[config.mk]
export PLATFORM = sky130hd
export DESIGN_NAME = deep_sleep_gate
export DESIGN_NICKNAME = d
export VERILOG_FILES = /design/src/design/dsgate_pkg.sv /design/src/design/deep_sleep_gate.sv /design/src/design/unit_fault_check.sv
export SDC_FILE = /design/constraint.sdc
export NUM_CORES = 1
export LEC_CHECK = 0
export BUFFER_PORTS_ARGS = -buffer_cell sky130_fd_sc_hd__buf_2
export CAP_MARGIN = 15
export CORE_AREA = 2 2 56 111
export CTS_CLUSTER_SIZE = 12
export DETAILED_ROUTE_END_ITERATION = 10
export DIE_AREA = 0 0 58 113
export PLACE_DENSITY_LB_ADDON = 0.08
export SLEW_MARGIN = 20
export SYNTH_ARGS = -nofsm -noshare
export SYNTH_HDL_FRONTEND = slang
export SYNTH_SLANG_ARGS = --single-unit
[constraint.sdc]
create_clock -name MCLK -period 1.7 [get_ports MCLK]
set_input_delay 0.34 -clock MCLK [delete_from_list [all_inputs] [get_ports MCLK]]
set_output_delay 0.34 -clock MCLK [all_outputs]
set_load 0.02 [all_outputs]
[src/design/dsgate_pkg.sv]
/*
 Package for the deep-sleep clock gating register block: offsets, field
 positions, reset values and the carrier structs. Assumes an APB bus with
 32-bit data and one clock domain.
*/
package dsgate_pkg;
    localparam logic [11:0] GATE_OFFSET = 12'h0124;
    localparam logic [11:0] MODE_OFFSET = 12'h0128;
    localparam logic [11:0] STATUS_OFFSET = 12'h012C;
    localparam logic [11:0] MASK_OFFSET = 12'h0130;
    localparam logic [31:0] GATE_RESET = 32'h0000_0000;
    localparam logic [31:0] GATE_WRITABLE = 32'h070F_1013;
    localparam int COMP_ZERO_POS = 24;
    localparam int TIMER_ZERO_POS = 16;
    localparam int TWO_WIRE_POS = 12;
    localparam int SYNC_SERIAL_POS = 4;
    localparam int SERIAL_ONE_POS = 1;
    localparam int SERIAL_ZERO_POS = 0;
    localparam int AUTO_GATE_POS = 0;
    localparam int DEEP_SLEEP_POS = 1;
    localparam int UNIT_COUNT = 11;
    localparam logic [3:0] EVT_RESET = 4'h0;

    typedef struct packed {
        logic sel;
        logic enable;
        logic write;
        logic [11:0] addr;
        logic [31:0] wdata;
    } apb_req_t;

    typedef struct packed {
        logic [31:0] rdata;
        logic ready;
        logic slverr;
    } apb_rsp_t;
endpackage : dsgate_pkg

[src/design/deep_sleep_gate.sv]
/*
 Deep-sleep clock gating register with APB slave, effective clock enables
 and bus-fault answers for accesses to unclocked units. Assumes one clock,
 MCLK, and synchronous active-high reset; unit selects come from the
 system bus decoder on the same clock.
*/
`timescale 1ns/100ps
// Function
// - Bit 26 enables analog comparator two clock, read/write, reset zero.
// - Bit 25 enables analog comparator one clock, read/write, reset zero.
// - An access to a unit whose clock is off is answered with a bus fault.
// - Bits 31:27 are reserved, read as zero and ignore writes.
// - Bits 19:16 enable timers three to zero, read/write, reset zero.
// - Bit 12 enables the two-wire controller; bits 15:13 and 11:5 read zero.
// - Bit 4 enables the sync serial port, bits 1:0 the UARTs; bits 3:2 zero.
// - These enables apply only in deep-sleep with automatic gating set.
module deep_sleep_gate #(
    parameter int UNITS = dsgate_pkg::UNIT_COUNT
) (
    input wire logic MCLK, // System clock
    input wire logic SYS_RST, // Synchronous reset, active high
    input wire logic PSEL, // APB select
    input wire logic PENABLE, // APB enable
    input wire logic PWRITE, // APB direction
    input wire logic [11:0] PADDR, // APB byte address
    input wire logic [31:0] PWDATA, // APB write data
    output logic [31:0] PRDATA, // APB read data
    output logic PREADY, // APB ready
    output logic PSLVERR, // APB error
    input wire logic DEEP_SLEEP, // Chip is in deep-sleep
    input wire logic [UNITS-1:0] RUN_GATE, // Run-mode enables, packed order
    input wire logic [UNITS-1:0] UNIT_SELECT, // Unit access strobes
    output logic [UNITS-1:0] UNIT_CLOCK_ON, // Effective unit clock enables
    output logic UNIT_BUS_FAULT, // Fault answer to a unit access
    output logic IRQ // Interrupt, level
);
    if (UNITS != dsgate_pkg::UNIT_COUNT) begin : g_bad
        $error("UNITS must match the register layout");
    end

    dsgate_pkg::apb_req_t req;
    logic [31:0] gate_ff;
    logic auto_gate_ff;
    logic [3:0] status_ff;
    logic [3:0] mask_ff;
    logic [3:0] evt;
    logic [UNITS-1:0] ds_gate;
    logic [UNITS-1:0] nxt_clock_on;
    logic [UNITS-1:0] fault_vec;
    logic acc;
    logic wr;
    logic [31:0] nxt_rdata;
    logic nxt_err;

    assign req = '{sel: PSEL, enable: PENABLE, write: PWRITE, addr: PADDR, wdata: PWDATA};
    // Slave answers in the setup cycle, so every access phase sees pready high
    assign acc = req.sel & ~req.enable;
    assign wr = req.sel & req.enable & req.write & PREADY;

    // Unit order: comparator_two_clock_enable..0, timer3..0, two-wire, sync serial, serial_port_one_clock_enable, serial_port_zero_clock_enable
    assign ds_gate = {gate_ff[dsgate_pkg::COMP_ZERO_POS +: 3],
                      gate_ff[dsgate_pkg::TIMER_ZERO_POS +: 4],
                      gate_ff[dsgate_pkg::TWO_WIRE_POS],
                      gate_ff[dsgate_pkg::SYNC_SERIAL_POS],
                      gate_ff[dsgate_pkg::SERIAL_ONE_POS],
                      gate_ff[dsgate_pkg::SERIAL_ZERO_POS]};
    assign nxt_clock_on = (DEEP_SLEEP && auto_gate_ff) ? ds_gate : RUN_GATE;

    unit_fault_check #(
        .UNITS(UNITS)
    ) u_check (
        .unit_clock_on(UNIT_CLOCK_ON),
        .unit_select(UNIT_SELECT),
        .unit_fault(fault_vec)
    );

    // Events: unit fault, gate write, deep-sleep entry, deep-sleep exit
    logic sleep_q_ff;
    assign evt = {|fault_vec, wr && req.addr == dsgate_pkg::GATE_OFFSET,
                  DEEP_SLEEP & ~sleep_q_ff, ~DEEP_SLEEP & sleep_q_ff};

    always_ff @(posedge MCLK) begin
        if (SYS_RST) begin
            gate_ff <= dsgate_pkg::GATE_RESET;
        end else if (wr && req.addr == dsgate_pkg::GATE_OFFSET) begin
            // Reserved bits never store, so they always read zero
            gate_ff <= req.wdata & dsgate_pkg::GATE_WRITABLE;
        end
    end

    always_ff @(posedge MCLK) begin
        if (SYS_RST) begin
            auto_gate_ff <= 1'b0;
            mask_ff <= dsgate_pkg::EVT_RESET;
        end else if (wr && req.addr == dsgate_pkg::MODE_OFFSET) begin
            auto_gate_ff <= req.wdata[dsgate_pkg::AUTO_GATE_POS];
        end else if (wr && req.addr == dsgate_pkg::MASK_OFFSET) begin
            mask_ff <= req.wdata[3:0];
        end
    end

    always_ff @(posedge MCLK) begin
        if (SYS_RST) begin
            status_ff <= dsgate_pkg::EVT_RESET;
            sleep_q_ff <= 1'b0;
        end else begin
            sleep_q_ff <= DEEP_SLEEP;
            // A new event wins over a write-one clear in the same cycle
            if (wr && req.addr == dsgate_pkg::STATUS_OFFSET) begin
                status_ff <= (status_ff & ~req.wdata[3:0]) | evt;
            end else begin
                status_ff <= status_ff | evt;
            end
        end
    end

    always_comb begin
        nxt_rdata = 32'h0000_0000;
        nxt_err = 1'b0;
        case (req.addr)
            dsgate_pkg::GATE_OFFSET: nxt_rdata = gate_ff;
            dsgate_pkg::MODE_OFFSET: nxt_rdata = {30'h0000_0000, DEEP_SLEEP, auto_gate_ff};
            dsgate_pkg::STATUS_OFFSET: nxt_rdata = {28'h000_0000, status_ff};
            dsgate_pkg::MASK_OFFSET: nxt_rdata = {28'h000_0000, mask_ff};
            default: nxt_err = 1'b1;
        endcase
    end

    always_ff @(posedge MCLK) begin
        if (SYS_RST) begin
            PREADY <= 1'b0;
            PRDATA <= 32'h0000_0000;
            PSLVERR <= 1'b0;
        end else begin
            PREADY <= acc;
            PRDATA <= acc ? nxt_rdata : 32'h0000_0000;
            PSLVERR <= acc & nxt_err;
        end
    end

    always_ff @(posedge MCLK) begin
        if (SYS_RST) begin
            UNIT_CLOCK_ON <= '0;
            UNIT_BUS_FAULT <= 1'b0;
            IRQ <= 1'b0;
        end else begin
            UNIT_CLOCK_ON <= nxt_clock_on;
            UNIT_BUS_FAULT <= |fault_vec;
            IRQ <= |((status_ff | evt) & mask_ff);
        end
    end

    AST_COMP_TWO: assert property (@(posedge MCLK) disable iff (SYS_RST)
        DEEP_SLEEP && auto_gate_ff |=> UNIT_CLOCK_ON[10] == $past(gate_ff[26]))
        else $error("comparator two enable wrong in deep-sleep");
    AST_COMP_ONE: assert property (@(posedge MCLK) disable iff (SYS_RST)
        DEEP_SLEEP && auto_gate_ff |=> UNIT_CLOCK_ON[9] == $past(gate_ff[25]))
        else $error("comparator one enable wrong in deep-sleep");
    AST_FAULT: assert property (@(posedge MCLK) disable iff (SYS_RST)
        (UNIT_SELECT & ~UNIT_CLOCK_ON) != '0 |=> UNIT_BUS_FAULT)
        else $error("no bus fault for unclocked unit");
    AST_NO_FAULT: assert property (@(posedge MCLK) disable iff (SYS_RST)
        (UNIT_SELECT & ~UNIT_CLOCK_ON) == '0 |=> !UNIT_BUS_FAULT)
        else $error("spurious bus fault");
    AST_RESERVED: assert property (@(posedge MCLK) disable iff (SYS_RST)
        gate_ff[31:27] == 5'h00)
        else $error("reserved bits not zero");
    AST_COMP_ZERO: assert property (@(posedge MCLK) disable iff (SYS_RST)
        wr && req.addr == dsgate_pkg::GATE_OFFSET |=> gate_ff[24] == $past(req.wdata[24]))
        else $error("comparator zero bit not stored");
    AST_TIMERS: assert property (@(posedge MCLK) disable iff (SYS_RST)
        wr && req.addr == dsgate_pkg::GATE_OFFSET |=> gate_ff[19:16] == $past(req.wdata[19:16]))
        else $error("timer bits not stored");
    AST_GAPS: assert property (@(posedge MCLK) disable iff (SYS_RST)
        gate_ff[15:13] == 3'h0 && gate_ff[11:5] == 7'h00 && gate_ff[3:2] == 2'h0)
        else $error("reserved gap bits not zero");
    AST_RUN_MODE: assert property (@(posedge MCLK) disable iff (SYS_RST)
        !(DEEP_SLEEP && auto_gate_ff) |=> UNIT_CLOCK_ON == $past(RUN_GATE))
        else $error("run-mode enables not applied");

    // Every writable bit takes the written value on a gate write
    AST_COMP_TWO_STORE: assert property (@(posedge MCLK) disable iff (SYS_RST)
        wr && req.addr == dsgate_pkg::GATE_OFFSET |=> gate_ff[26] == $past(req.wdata[26]))
        else $error("comparator two bit not stored");
    AST_COMP_ONE_STORE: assert property (@(posedge MCLK) disable iff (SYS_RST)
        wr && req.addr == dsgate_pkg::GATE_OFFSET |=> gate_ff[25] == $past(req.wdata[25]))
        else $error("comparator one bit not stored");
    AST_TWO_WIRE_STORE: assert property (@(posedge MCLK) disable iff (SYS_RST)
        wr && req.addr == dsgate_pkg::GATE_OFFSET |=> gate_ff[12] == $past(req.wdata[12]))
        else $error("two-wire bit not stored");
    AST_SERIAL_STORE: assert property (@(posedge MCLK) disable iff (SYS_RST)
        wr && req.addr == dsgate_pkg::GATE_OFFSET |=> gate_ff[4] == $past(req.wdata[4]) &&
        gate_ff[1:0] == $past(req.wdata[1:0]))
        else $error("serial bits not stored");

    // The remaining enables reach the units only through the deep-sleep path
    AST_COMP_ZERO_APPLY: assert property (@(posedge MCLK) disable iff (SYS_RST)
        DEEP_SLEEP && auto_gate_ff |=> UNIT_CLOCK_ON[8] == $past(gate_ff[24]))
        else $error("comparator zero enable wrong in deep-sleep");
    AST_TIMER_APPLY: assert property (@(posedge MCLK) disable iff (SYS_RST)
        DEEP_SLEEP && auto_gate_ff |=> UNIT_CLOCK_ON[7:4] == $past(gate_ff[19:16]))
        else $error("timer enables wrong in deep-sleep");
    AST_TWO_WIRE_APPLY: assert property (@(posedge MCLK) disable iff (SYS_RST)
        DEEP_SLEEP && auto_gate_ff |=> UNIT_CLOCK_ON[3] == $past(gate_ff[12]))
        else $error("two-wire enable wrong in deep-sleep");
    AST_SERIAL_APPLY: assert property (@(posedge MCLK) disable iff (SYS_RST)
        DEEP_SLEEP && auto_gate_ff |=> UNIT_CLOCK_ON[2] == $past(gate_ff[4]) &&
        UNIT_CLOCK_ON[1:0] == $past(gate_ff[1:0]))
        else $error("serial enables wrong in deep-sleep");

    // Reserved bits must read zero on the bus too, not only in storage
    AST_RESERVED_READ: assert property (@(posedge MCLK) disable iff (SYS_RST)
        acc && req.addr == dsgate_pkg::GATE_OFFSET |=> PRDATA[31:27] == 5'h00)
        else $error("reserved bits read nonzero");
    AST_GAP_READ: assert property (@(posedge MCLK) disable iff (SYS_RST)
        acc && req.addr == dsgate_pkg::GATE_OFFSET |=>
        PRDATA[15:13] == 3'h0 && PRDATA[11:5] == 7'h00)
        else $error("gap bits read nonzero");

    // Held reset loads the gate register with its reset value
    AST_GATE_RESET: assert property (@(posedge MCLK)
        SYS_RST |=> gate_ff == dsgate_pkg::GATE_RESET)
        else $error("gate register not cleared by reset");

    COV_GATE_WRITE: cover property (@(posedge MCLK) wr && req.addr == dsgate_pkg::GATE_OFFSET);
    COV_DEEP_APPLY: cover property (@(posedge MCLK) DEEP_SLEEP && auto_gate_ff);
    COV_FAULT: cover property (@(posedge MCLK) UNIT_BUS_FAULT);
    COV_IRQ: cover property (@(posedge MCLK) IRQ);
    COV_UNMAPPED: cover property (@(posedge MCLK) PSLVERR);
endmodule : deep_sleep_gate

[src/design/unit_fault_check.sv]
/*
 Per-unit access check: flags an access to a unit whose clock is off.
 Assumes enables and selects are synchronous to MCLK.
*/
`timescale 1ns/100ps
module unit_fault_check #(
    parameter int UNITS = 11
) (
    input wire logic [UNITS-1:0] unit_clock_on, // Effective clock enables
    input wire logic [UNITS-1:0] unit_select, // Unit access requests
    output logic [UNITS-1:0] unit_fault // Access to an unclocked unit
);
    for (genvar i = 0; i < UNITS; i++) begin : g_unit
        assign unit_fault[i] = unit_select[i] & ~unit_clock_on[i];
    end
endmodule : unit_fault_check

Word level (Yosys, flattened, before mapping) --
Cells that the tools add are included. Widths: inputs -> output; s select.
Storage, ports and cells: bits in registers 68, bits in latches 0, memory bits (writable) 0, memory bits (read-only) 0, bits of input ports 72, output and inout bits 47, logic and storage cells 68, memories kept 0
Cells by class: add/subtract/negate cells 0, multipliers 0, divide/modulo/power cells 0, order comparisons 0, equality and inequality tests 4, shift operators 0, mux-type cells 4, bitwise logic cells 39, reduce and logical (&&, ||, !) cells 10
Operator list (count):
- $pmux 27 s4 | 1
- $eq 12x9->1 const B | 4
- $and 1x1->1 | 18
- $not 1->1 | 16
- $mux 11 | 1
- $reduce_or 11->1 | 1
- $and 4x4->4 | 2
- $or 4x4->4 | 2
- $reduce_or 4->1 | 2
- $logic_and 1x1->1 | 5
- $mux 4 | 1
- $not 4->4 | 1
- $reduce_and 2->1 | 1
- $reduce_or 2->1 | 1
- $mux 1 | 1

Logic depth before layout (Yosys ltp) --
Gate-level depths: netlist of run 1.
depth after elaboration 7, gate-level depth with buffers 6

Hierarchy --
A second synthesis of run 1 with hierarchy kept.
Unflattened totals: cells, all modules 237, area total of the unflattened synthesis 2210.9 µm²
By module, submodules not included:
- deep_sleep_gate | instances 1, cells an instance 226, area each 2059.5 µm², seq. area each 980.9 µm²
- unit_fault_check | instances 1, cells an instance 11, area each 151.4 µm², seq. area each 0.0 µm²

Worst setup path after synthesis of run 1 --
OpenSTA, ideal clock, no wires.
kind in2reg, start in PADDR[9], end reg PSLVERR, arrival 1.492 ns, setup slack 0.092 ns, stages 3, cells stage by stage or4b_4 a2111oi_4 and2b_2
Between the ends: cells in the longest elaborated chain, start to end 4, elaborated cells between the ends (all ways) 7, classes of those cells 4 x eq/ne; 1 x mux; 1 x bitwise; 1 x reduce/logical
Ends and longest elaborated chain:
- start: declaration | line deep_sleep_gate.sv:25 | input wire logic [11:0] PADDR,
- $eq 12x9->1 | line deep_sleep_gate.sv:120 | case (req.addr)
- $reduce_or 4->1 (no source line) (*)
- $mux 1 (*) | line deep_sleep_gate.sv:120
- $and 1x1->1 (*) | line deep_sleep_gate.sv:137 | PSLVERR <= acc & nxt_err;
- end signal: assignment | line deep_sleep_gate.sv:137
- end: declaration | line deep_sleep_gate.sv:29 | output logic PSLVERR,
Every way passes the cells marked *; elsewhere a longest branch is shown, timed or not. A chain may end at the register's enable or synchronous reset.

Worst setup path in the final report of run 1 --
start in PADDR[9], end reg PRDATA[2]
Between the ends: cells in the longest elaborated chain, start to end 2, elaborated cells between the ends (all ways) 5, classes of those cells 4 x eq/ne; 1 x mux
Ends and longest elaborated chain:
- $eq 12x9->1 | line deep_sleep_gate.sv:120
- $pmux 27 s4 (*) | line deep_sleep_gate.sv:120
- end signal: assignment | line deep_sleep_gate.sv:136 | PRDATA <= acc ? nxt_rdata : 32'h0000_0000;
- end: declaration | line deep_sleep_gate.sv:27 | output logic [31:0] PRDATA,
Marks and branches as above.

==> metrics list, run 1 <==
- Iter 0 DRT Violations: 20
* Clock tree from TritonCTS: done
* Most frequent standard cell in the layout excluding fill and tap cells: sky130_fd_sc_hd__buf_2
* CTS HTree Levels: 2
* CTS Hold Buffers Added: 0
* Ranking of synthesized cells by area: sky130_fd_sc_hd__dfxtp_1 44%, sky130_fd_sc_hd__nand2_1 8.1%, sky130_fd_sc_hd__buf_4 6.4%
* Final hold violation count: 0
- Setup CP Type: in -> reg
* Antenna Diode Count: 0
* Max clock buf depth: 2
* Hold Path Class: in -> reg
- Max-slew violations: 0
- The core region is 5660 sq um.
* Number of antenna violations at the first check in global routing: 0
- Maximum fanout count along the critical path: 4
- In this run the count of I/O pins placed on the die edge is 119.
- Leading cell types in the layout, fill and taps excluded: 80 x sky130_fd_sc_hd__buf_2, 49 x sky130_fd_sc_hd__dfxtp_1, 48 x sky130_fd_sc_hd__nand2_1
* Synth Warn #: 0
- The synthesized netlist contains 49 unique library cells.
- Hold timing on the final database bottoms out at a slack of 246.3 ps.
- Compared with the post-synthesis result, the final layout area differs by 29.26%.
* Placed wire-length estimate after detailed placement: 4586 microns
- Total setup violations reported at the end of the flow: 0
- The largest total area in the synthesized netlist belongs to sky130_fd_sc_hd__dfxtp_1.
- After synthesis, flip-flops and latches occupy 44.19% of the total area.
- In this run the tool buffered the top-level ports with 80 buffer cells.
* End-of-flow core utilization: 50.69%
* Effective utilization at floorplan: 39.21%
* Total number of vias: 1,970
- First-pass GRT wire length: 8700 microns
* Kind of launch point of the worst setup path: primary input
- The flow ran to the end, and the final reports show no timing, DRC or antenna violations.
- After synthesis, the largest area contributor takes up 44.19% of total cell area.
- On the final layout, the worst clock skew is 4.447 ps.
* Num Clock Sinks: 49
- In this run, synthesis inferred 0 flip-flops with an integrated enable.
- In the final routed layout, each cell accounts on average for 14.03 microns.
* Post-CTS Setup Repair Bufs: 0
- Clock insertion delay at the later pin of the skew report: 290 ps
* Overall die area: 6554 sq um
- The floorplan has 39 rows.
- IR analysis of the VDD net gives a maximum drop of 0.7191 mV.
- For this design the static power due to leakage is 1.312 nW.
- Number of buffers created by CTS: 5
- ANT nets after route: 0
- Data required, critical path: 1910 ps
- After synthesis, the share of flip-flops with an asynchronous set or reset is 0%.
* Drt total wl: 5681 microns
- The congestion estimate from routability-driven global placement came to 0.7907.
- Gates resized during post-CTS repair numbered 0.
- At the end of the flow, the number of nets in the layout was 415.
- Most used DFF post-synth: sky130_fd_sc_hd__dfxtp_1
- In this run the vertical extent of the chip is 113 microns.
- Setup repair after global routing left no endpoint under its margin.
- Sum of negative setup slack: 0 ps
- Post-Synthesis Cell Area: 2220 sq um
* Min Tclk post-route: 1489 ps
- Before antenna repair, the detailed router went through 4 iterations.
- Crit path capture type: flop
* Number of synthesized register bits: 49
- Synthesized area divided by synthesized cell count: 8.843 sq um
- After clock tree synthesis, the clock-pin slew on the worst setup and hold paths is 70 ps.
- Using the TritonRoute via totals, the vias-per-cell ratio works out to 4.864.
* Max-cap viol count: 0
- All-layer global routing usage: 18.08%
* Residual DRC count: 0
- Period Utilization, post-route: 87.60%
- STA puts the critical path data arrival time at 1700 ps.
- Largest net degree at the start of global routing: 40
- Cell at the root of the clock tree: sky130_fd_sc_hd__clkbuf_16
- After technology mapping, the gate count stands at 251.
* Power per cell area: 893.8 nW/um^2
- The number of global-route vias before repair came to 1,885.
- Total congestion overflow: 0
- Based on the critical path, the design can be clocked at up to 671.5 MHz.
- Share of layout cells above drive strength 1: 35.17%
- The die is 58 microns wide.
- Sum of internal, switching and leakage power: 0.002564 W
-- worst max-delay path: stages --
cell                        delay [ps]
sky130_fd_sc_hd__buf_2             100
sky130_fd_sc_hd__or4b_4            570
sky130_fd_sc_hd__a2111oi_4         370
sky130_fd_sc_hd__nand2_2           140
sky130_fd_sc_hd__a21oi_1           170
-- final cells by class --
type                            count  area (sq um)
Timing Repair Buffer               96         533.0
Clock inverter                      3         46.29
Clock buffer                        5         125.1
Tap cell                           61         76.32
Sequential cell                    49         980.9
Fill cell                         591          2791
Inverter                            6         22.52
Multi-Input combinational cell    185          1085
-- flip-flops by register name, summed over array words and instances, names as in the netlist --
register,cells
IRQ,1
status_ff,4
auto_gate_ff,1
PRDATA,13
UNIT_BUS_FAULT,1
gate_ff,11
PREADY,1
UNIT_CLOCK_ON,11
PSLVERR,1
mask_ff,4
sleep_q_ff,1
-- power breakdown --
part | total [W] | internal [W] | switching, W
clock network | 0.00113 | 0.000696 | 0.000433
logic | 0.000253 | 0.000104 | 0.000149
registers | 0.00118 | 0.00117 | 0.0000114
total | 0.00256 | 0.00197 | 0.000593
-- synthesized netlist by cell type, drive strengths merged (5+ instances only) --
library cell and instances:
buf 22, nor3 5, o21ai 5, and2 11, nand2 49, dfxtp 49
a21oi 25, nand3 8, clkbuf 7, nor2b 6, nand2b 13, nor2 6
inv 6
-- cells by family after synthesis --
family | after synthesis | share of synthesized area [%]
mux | 6 | 2.875
buf+inv | 35 | 9.977
other cells | 1 | 0.1689
simple gates | 118 | 30.67
compound gates | 42 | 12.12
flops | 49 | 44.19
-- metrics by stage --
stage	instances	area (sq um)	setup WS, ps
2_1_floorplan	269	2287	92.49
3_3_place_gp	397	2698	-86.28
3_5_place_dp	397	2698	-88.95
4_1_cts	405	2869	204.5
5_1_grt	405	2869	141.5
6_report	405	2869	210.8
-- final timing paths --
path | end | depth (start not counted) | slack [ps] | from
worst min register to register | gate_ff[0]$_SDFFE_PP0P_ | 2 | 470 | gate_ff[0]$_SDFFE_PP0P_
worst max-delay path | PRDATA[2]$_SDFF_PP0_ | 5 | 210 | PADDR[9]
worst max register to register | IRQ$_SDFF_PP0_ | 4 | 390 | UNIT_CLOCK_ON[1]$_SDFF_PP0_
worst min-delay path | status_ff[2]$_SDFF_PP0_ | 2 | 250 | PWDATA[2]
-- metal layers --
layer / GRT usage, % / routed length [microns] / up-vias
met1: 15.48 / 1822 / 892
met3: 2.629 / 265 / 8
li1: - / - / 1001
met5: 0 / 0 / -
met4: 9.302 / 154 / 0
met2: 36.97 / 3439 / 69
No activity file was read; power rests on OpenSTA's default activity.
==> inputs of run 2 (changes only) <==
Settings changed: CTS_BUF_LIST from default to sky130_fd_sc_hd__clkbuf_16, PLACE_DENSITY from default to 0.78, PLACE_DENSITY_LB_ADDON 0.08 to default.
==> run 2 against run 1 <==
  * Power is 6.3% lower
  * Cell count down 0.99%
  * Sequential cell count did not move
  * Hold slack worse by 1.3 ps
  * Critical path depth stayed put
  * Die area is the same
  * Highest routed layer unchanged
  * First-iteration DRC count rose to 4.1 times the previous value
  * Routed wire length is 4.1% lower
  * Largest cell class unchanged
==> metrics list, run 2 (synthesis results as in run 1) <==
- Status: finished clean
- Sum of negative setup slack: 0 ps
- Once layout is complete, the utilization of the core stands at 49.73%.
* Final-layout fill cell count: 542
* Routability cong.: 0.8522
* Number of flip-flops in the largest register: 13
- The final layout contains routed wiring with a total length of 5447 microns.
- Hold Path Class: in -> reg
- Number of antenna violations at the first check in global routing: 0
- Reg-to-reg startpoint: PREADY$_SDFF_PP0_
- Worst Hold Path EP: status_ff[2]$_SDFF_PP0_
- In this run the number of H-tree levels came out at 2.
- TritonCTS built the clock tree.
- Final hold violation count: 0
* Kind of launch point of the worst setup path: primary input
* Cells along the critical path: buf_2, or4b_4, a2111oi_4, nand2_2, a31oi_1
- Switching portion of total power: 24.38%
- The finished layout holds 401 standard cells, fillers aside.
* First-pass GRT wire length: 8493 microns
- PRDATA holds more flip-flops than any other register.
- Clock-pin slew was measured on the worst setup and hold paths at 60 ps.
- Floorplan die width: 58 microns
- Min Tclk post-route: 1526 ps
- Entering global routing, the biggest net connects 40 pins.
- In this run, the combinational gates consume 10.3% of the power.
* Clk_skew: 5.280 ps
* Detailed-route wire length per cell: 13.58 microns
- Cell internal power was estimated by the tool at 0.001817 W.
- Leak: 1.286 nW
* All-layer global routing usage: 17.26%
- For this run the aggregate overflow at the end of global routing stands at 0.
* Length of the first detailed-routing pass in iterations: 4
- Period Utilization, post-route: 89.75%
- The endpoint identified for the worst register-to-register timing path is gate_ff[4]$_SDFFE_PP0P_.
- Detailed-route vias per instance: 5.027
* Port Buffer Count: 80
- IO Count: 119
- The final number of max-transition violations came to 0.
- STA classifies the critical path endpoint as a flop.
- Data arrives at the worst endpoint at 1730 ps.
- Most frequent standard cell in the layout excluding fill and tap cells: sky130_fd_sc_hd__buf_2
- Share of layout cells above drive strength 1: 34.41%
* Hold Path Depth: 2
- Switching power: 0.0005856 W
- Antenna Diode Count: 0
* Maximum fanout count along the critical path: 4
- In this run, flip-flops and latches consume 49.2% of the power.
- Counting along the longest clock path gives a buffer depth of 2.
- Worst-case hold slack: 245.1 ps
- The worst register-to-register path has a depth of 5.
* Core Rows: 39
* Overall die area: 6554 sq um
- Setup CP Type: in -> reg
- Worst R2R Setup Slack: 320 ps
* Synthesis-to-layout area growth: 26.83%
- Based on the critical path, the design can be clocked at up to 655.4 MHz.
- Worst slack at placement: -150.3 ps
- The tree built by TritonCTS fans out to 49 sinks.
- For the worst-skew pair, the clock arrives at the later sink with an insertion delay of 290 ps.
- The number of global-route vias before repair came to 1,965.
- CTS Hold Buffers Added: 0
- Cell at the root of the clock tree: sky130_fd_sc_hd__clkbuf_16
- Fin nets: 411
- The worst hold path begins at PWDATA[2].
* Cell with the largest stage delay on the worst path: sky130_fd_sc_hd__or4b_4
- Effective utilization at floorplan: 39.21%
- Placed wire-length estimate after detailed placement: 4331 microns
- Inst Count DP: 393
- For this run, the slowest stage of the critical path takes 570 ps.
- Total setup violations reported at the end of the flow: 0
- For the worst setup path, the data required time is 1900 ps.
- The worst path meets setup with 174.2 ps of slack.
* Area of the core region: 5660 sq um
- Once the clock tree was built, the setup fixing pass inserted 0 buffers.
- Power spread over the standard cell area amounts to 853.4 nW/um^2.
- The largest registers in the layout are PRDATA: 13 flops, UNIT_CLOCK_ON: 11 flops, gate_ff: 11 flops.
- Setup repair after global routing left no endpoint under its margin.
* Die H: 113 microns
- The library cells used most frequently in the layout, excluding fill and tap cells, are 80 x sky130_fd_sc_hd__buf_2, 49 x sky130_fd_sc_hd__dfxtp_1, 48 x sky130_fd_sc_hd__nand2_1.
- Clock network fraction of design power: 40.4%
- Number of buffers created by CTS: 5
- Gates resized, CTS repair: 0
- Max-cap viol count: 0
- The final route contains 2,016 vias.
- Residual DRC count: 0
- The count of nets left with antenna violations once routing finished came out at 0.
- Iter 0 DRT Violations: 82
- Worst ir drop on vdd: 0.7998 mV
==> run 2: cell count changes in the layout (fill, tap and decap cells not counted), sizes merged <==
cell | previous run | this run
clkinv | 1 | 3
buf | 96 | 92
bufinv | 1 | 0
clkinvlp | 1 | 0
==> run 2: through the flow <==
| stage | area, sq um | power (W) |
|---|---|---|
| 2_1_floorplan | 2287 | 0.001381 |
| 4_1_cts | 2815 | 0.002431 |
| 5_1_grt | 2815 | 0.002491 |
| 6_report | 2815 | 0.002402 |
| 3_5_place_dp | 2668 | 0.001457 |
| 3_3_place_gp | 2668 | 0.001453 |
==> run 2: how the worst max path moves through the flow <==
stage                  start                   end  cells after the start
floorplan           PADDR[9]    PSLVERR$_SDFF_PP0_                      3
global placement    PADDR[9]  PRDATA[0]$_SDFF_PP0_                      5
detailed placement  PADDR[9]  PRDATA[0]$_SDFF_PP0_                      5
CTS                 PADDR[9]  PRDATA[0]$_SDFF_PP0_                      5
global route        PADDR[9]  PRDATA[0]$_SDFF_PP0_                      5
finish              PADDR[9]  PRDATA[0]$_SDFF_PP0_                      5
==> run 2: power groups by stage <==
stage / Combinational, W / Clock (W) / Sequential [W]
floorplan: 0.000153 / 0 / 0.00123
global placement: 0.000244 / 0 / 0.00121
detailed placement: 0.000248 / 0 / 0.00121
CTS: 0.000249 / 0.000999 / 0.00118
global route: 0.000273 / 0.00103 / 0.00118
finish: 0.000249 / 0.000971 / 0.00118
==> run 2: critical path, delay by kind of cell <==
family,cells,cell delay (ps)
buffers and inverters,1,100
and+or+nand+nor,2,710
AOI/OAI and AO/OA,2,570
==> run 2: layout make-up <==
class                   count  area [sq um]  area share (%)
clock buffers               5         125.1           4.444
clock inverters             3         22.52          0.8000
inverters                   6         22.52          0.8000
multi-input cells         185          1085           38.53
flip-flops and latches     49         980.9           34.84
well taps                  61         76.32           2.711
repair buffers             92         503.0           17.87
==> run 2: per-layer routing <==
| metal | vias to the layer above | routed length, microns | global-route usage [%] |
|---|---|---|---|
| li1 | 985 | - | - |
| met1 | 925 | 1830 | 15.09 |
| met2 | 88 | 3022 | 32.73 |
| met3 | 18 | 330 | 3.314 |
| met4 | 0 | 263 | 12.40 |
| met5 | - | 0 | 0 |
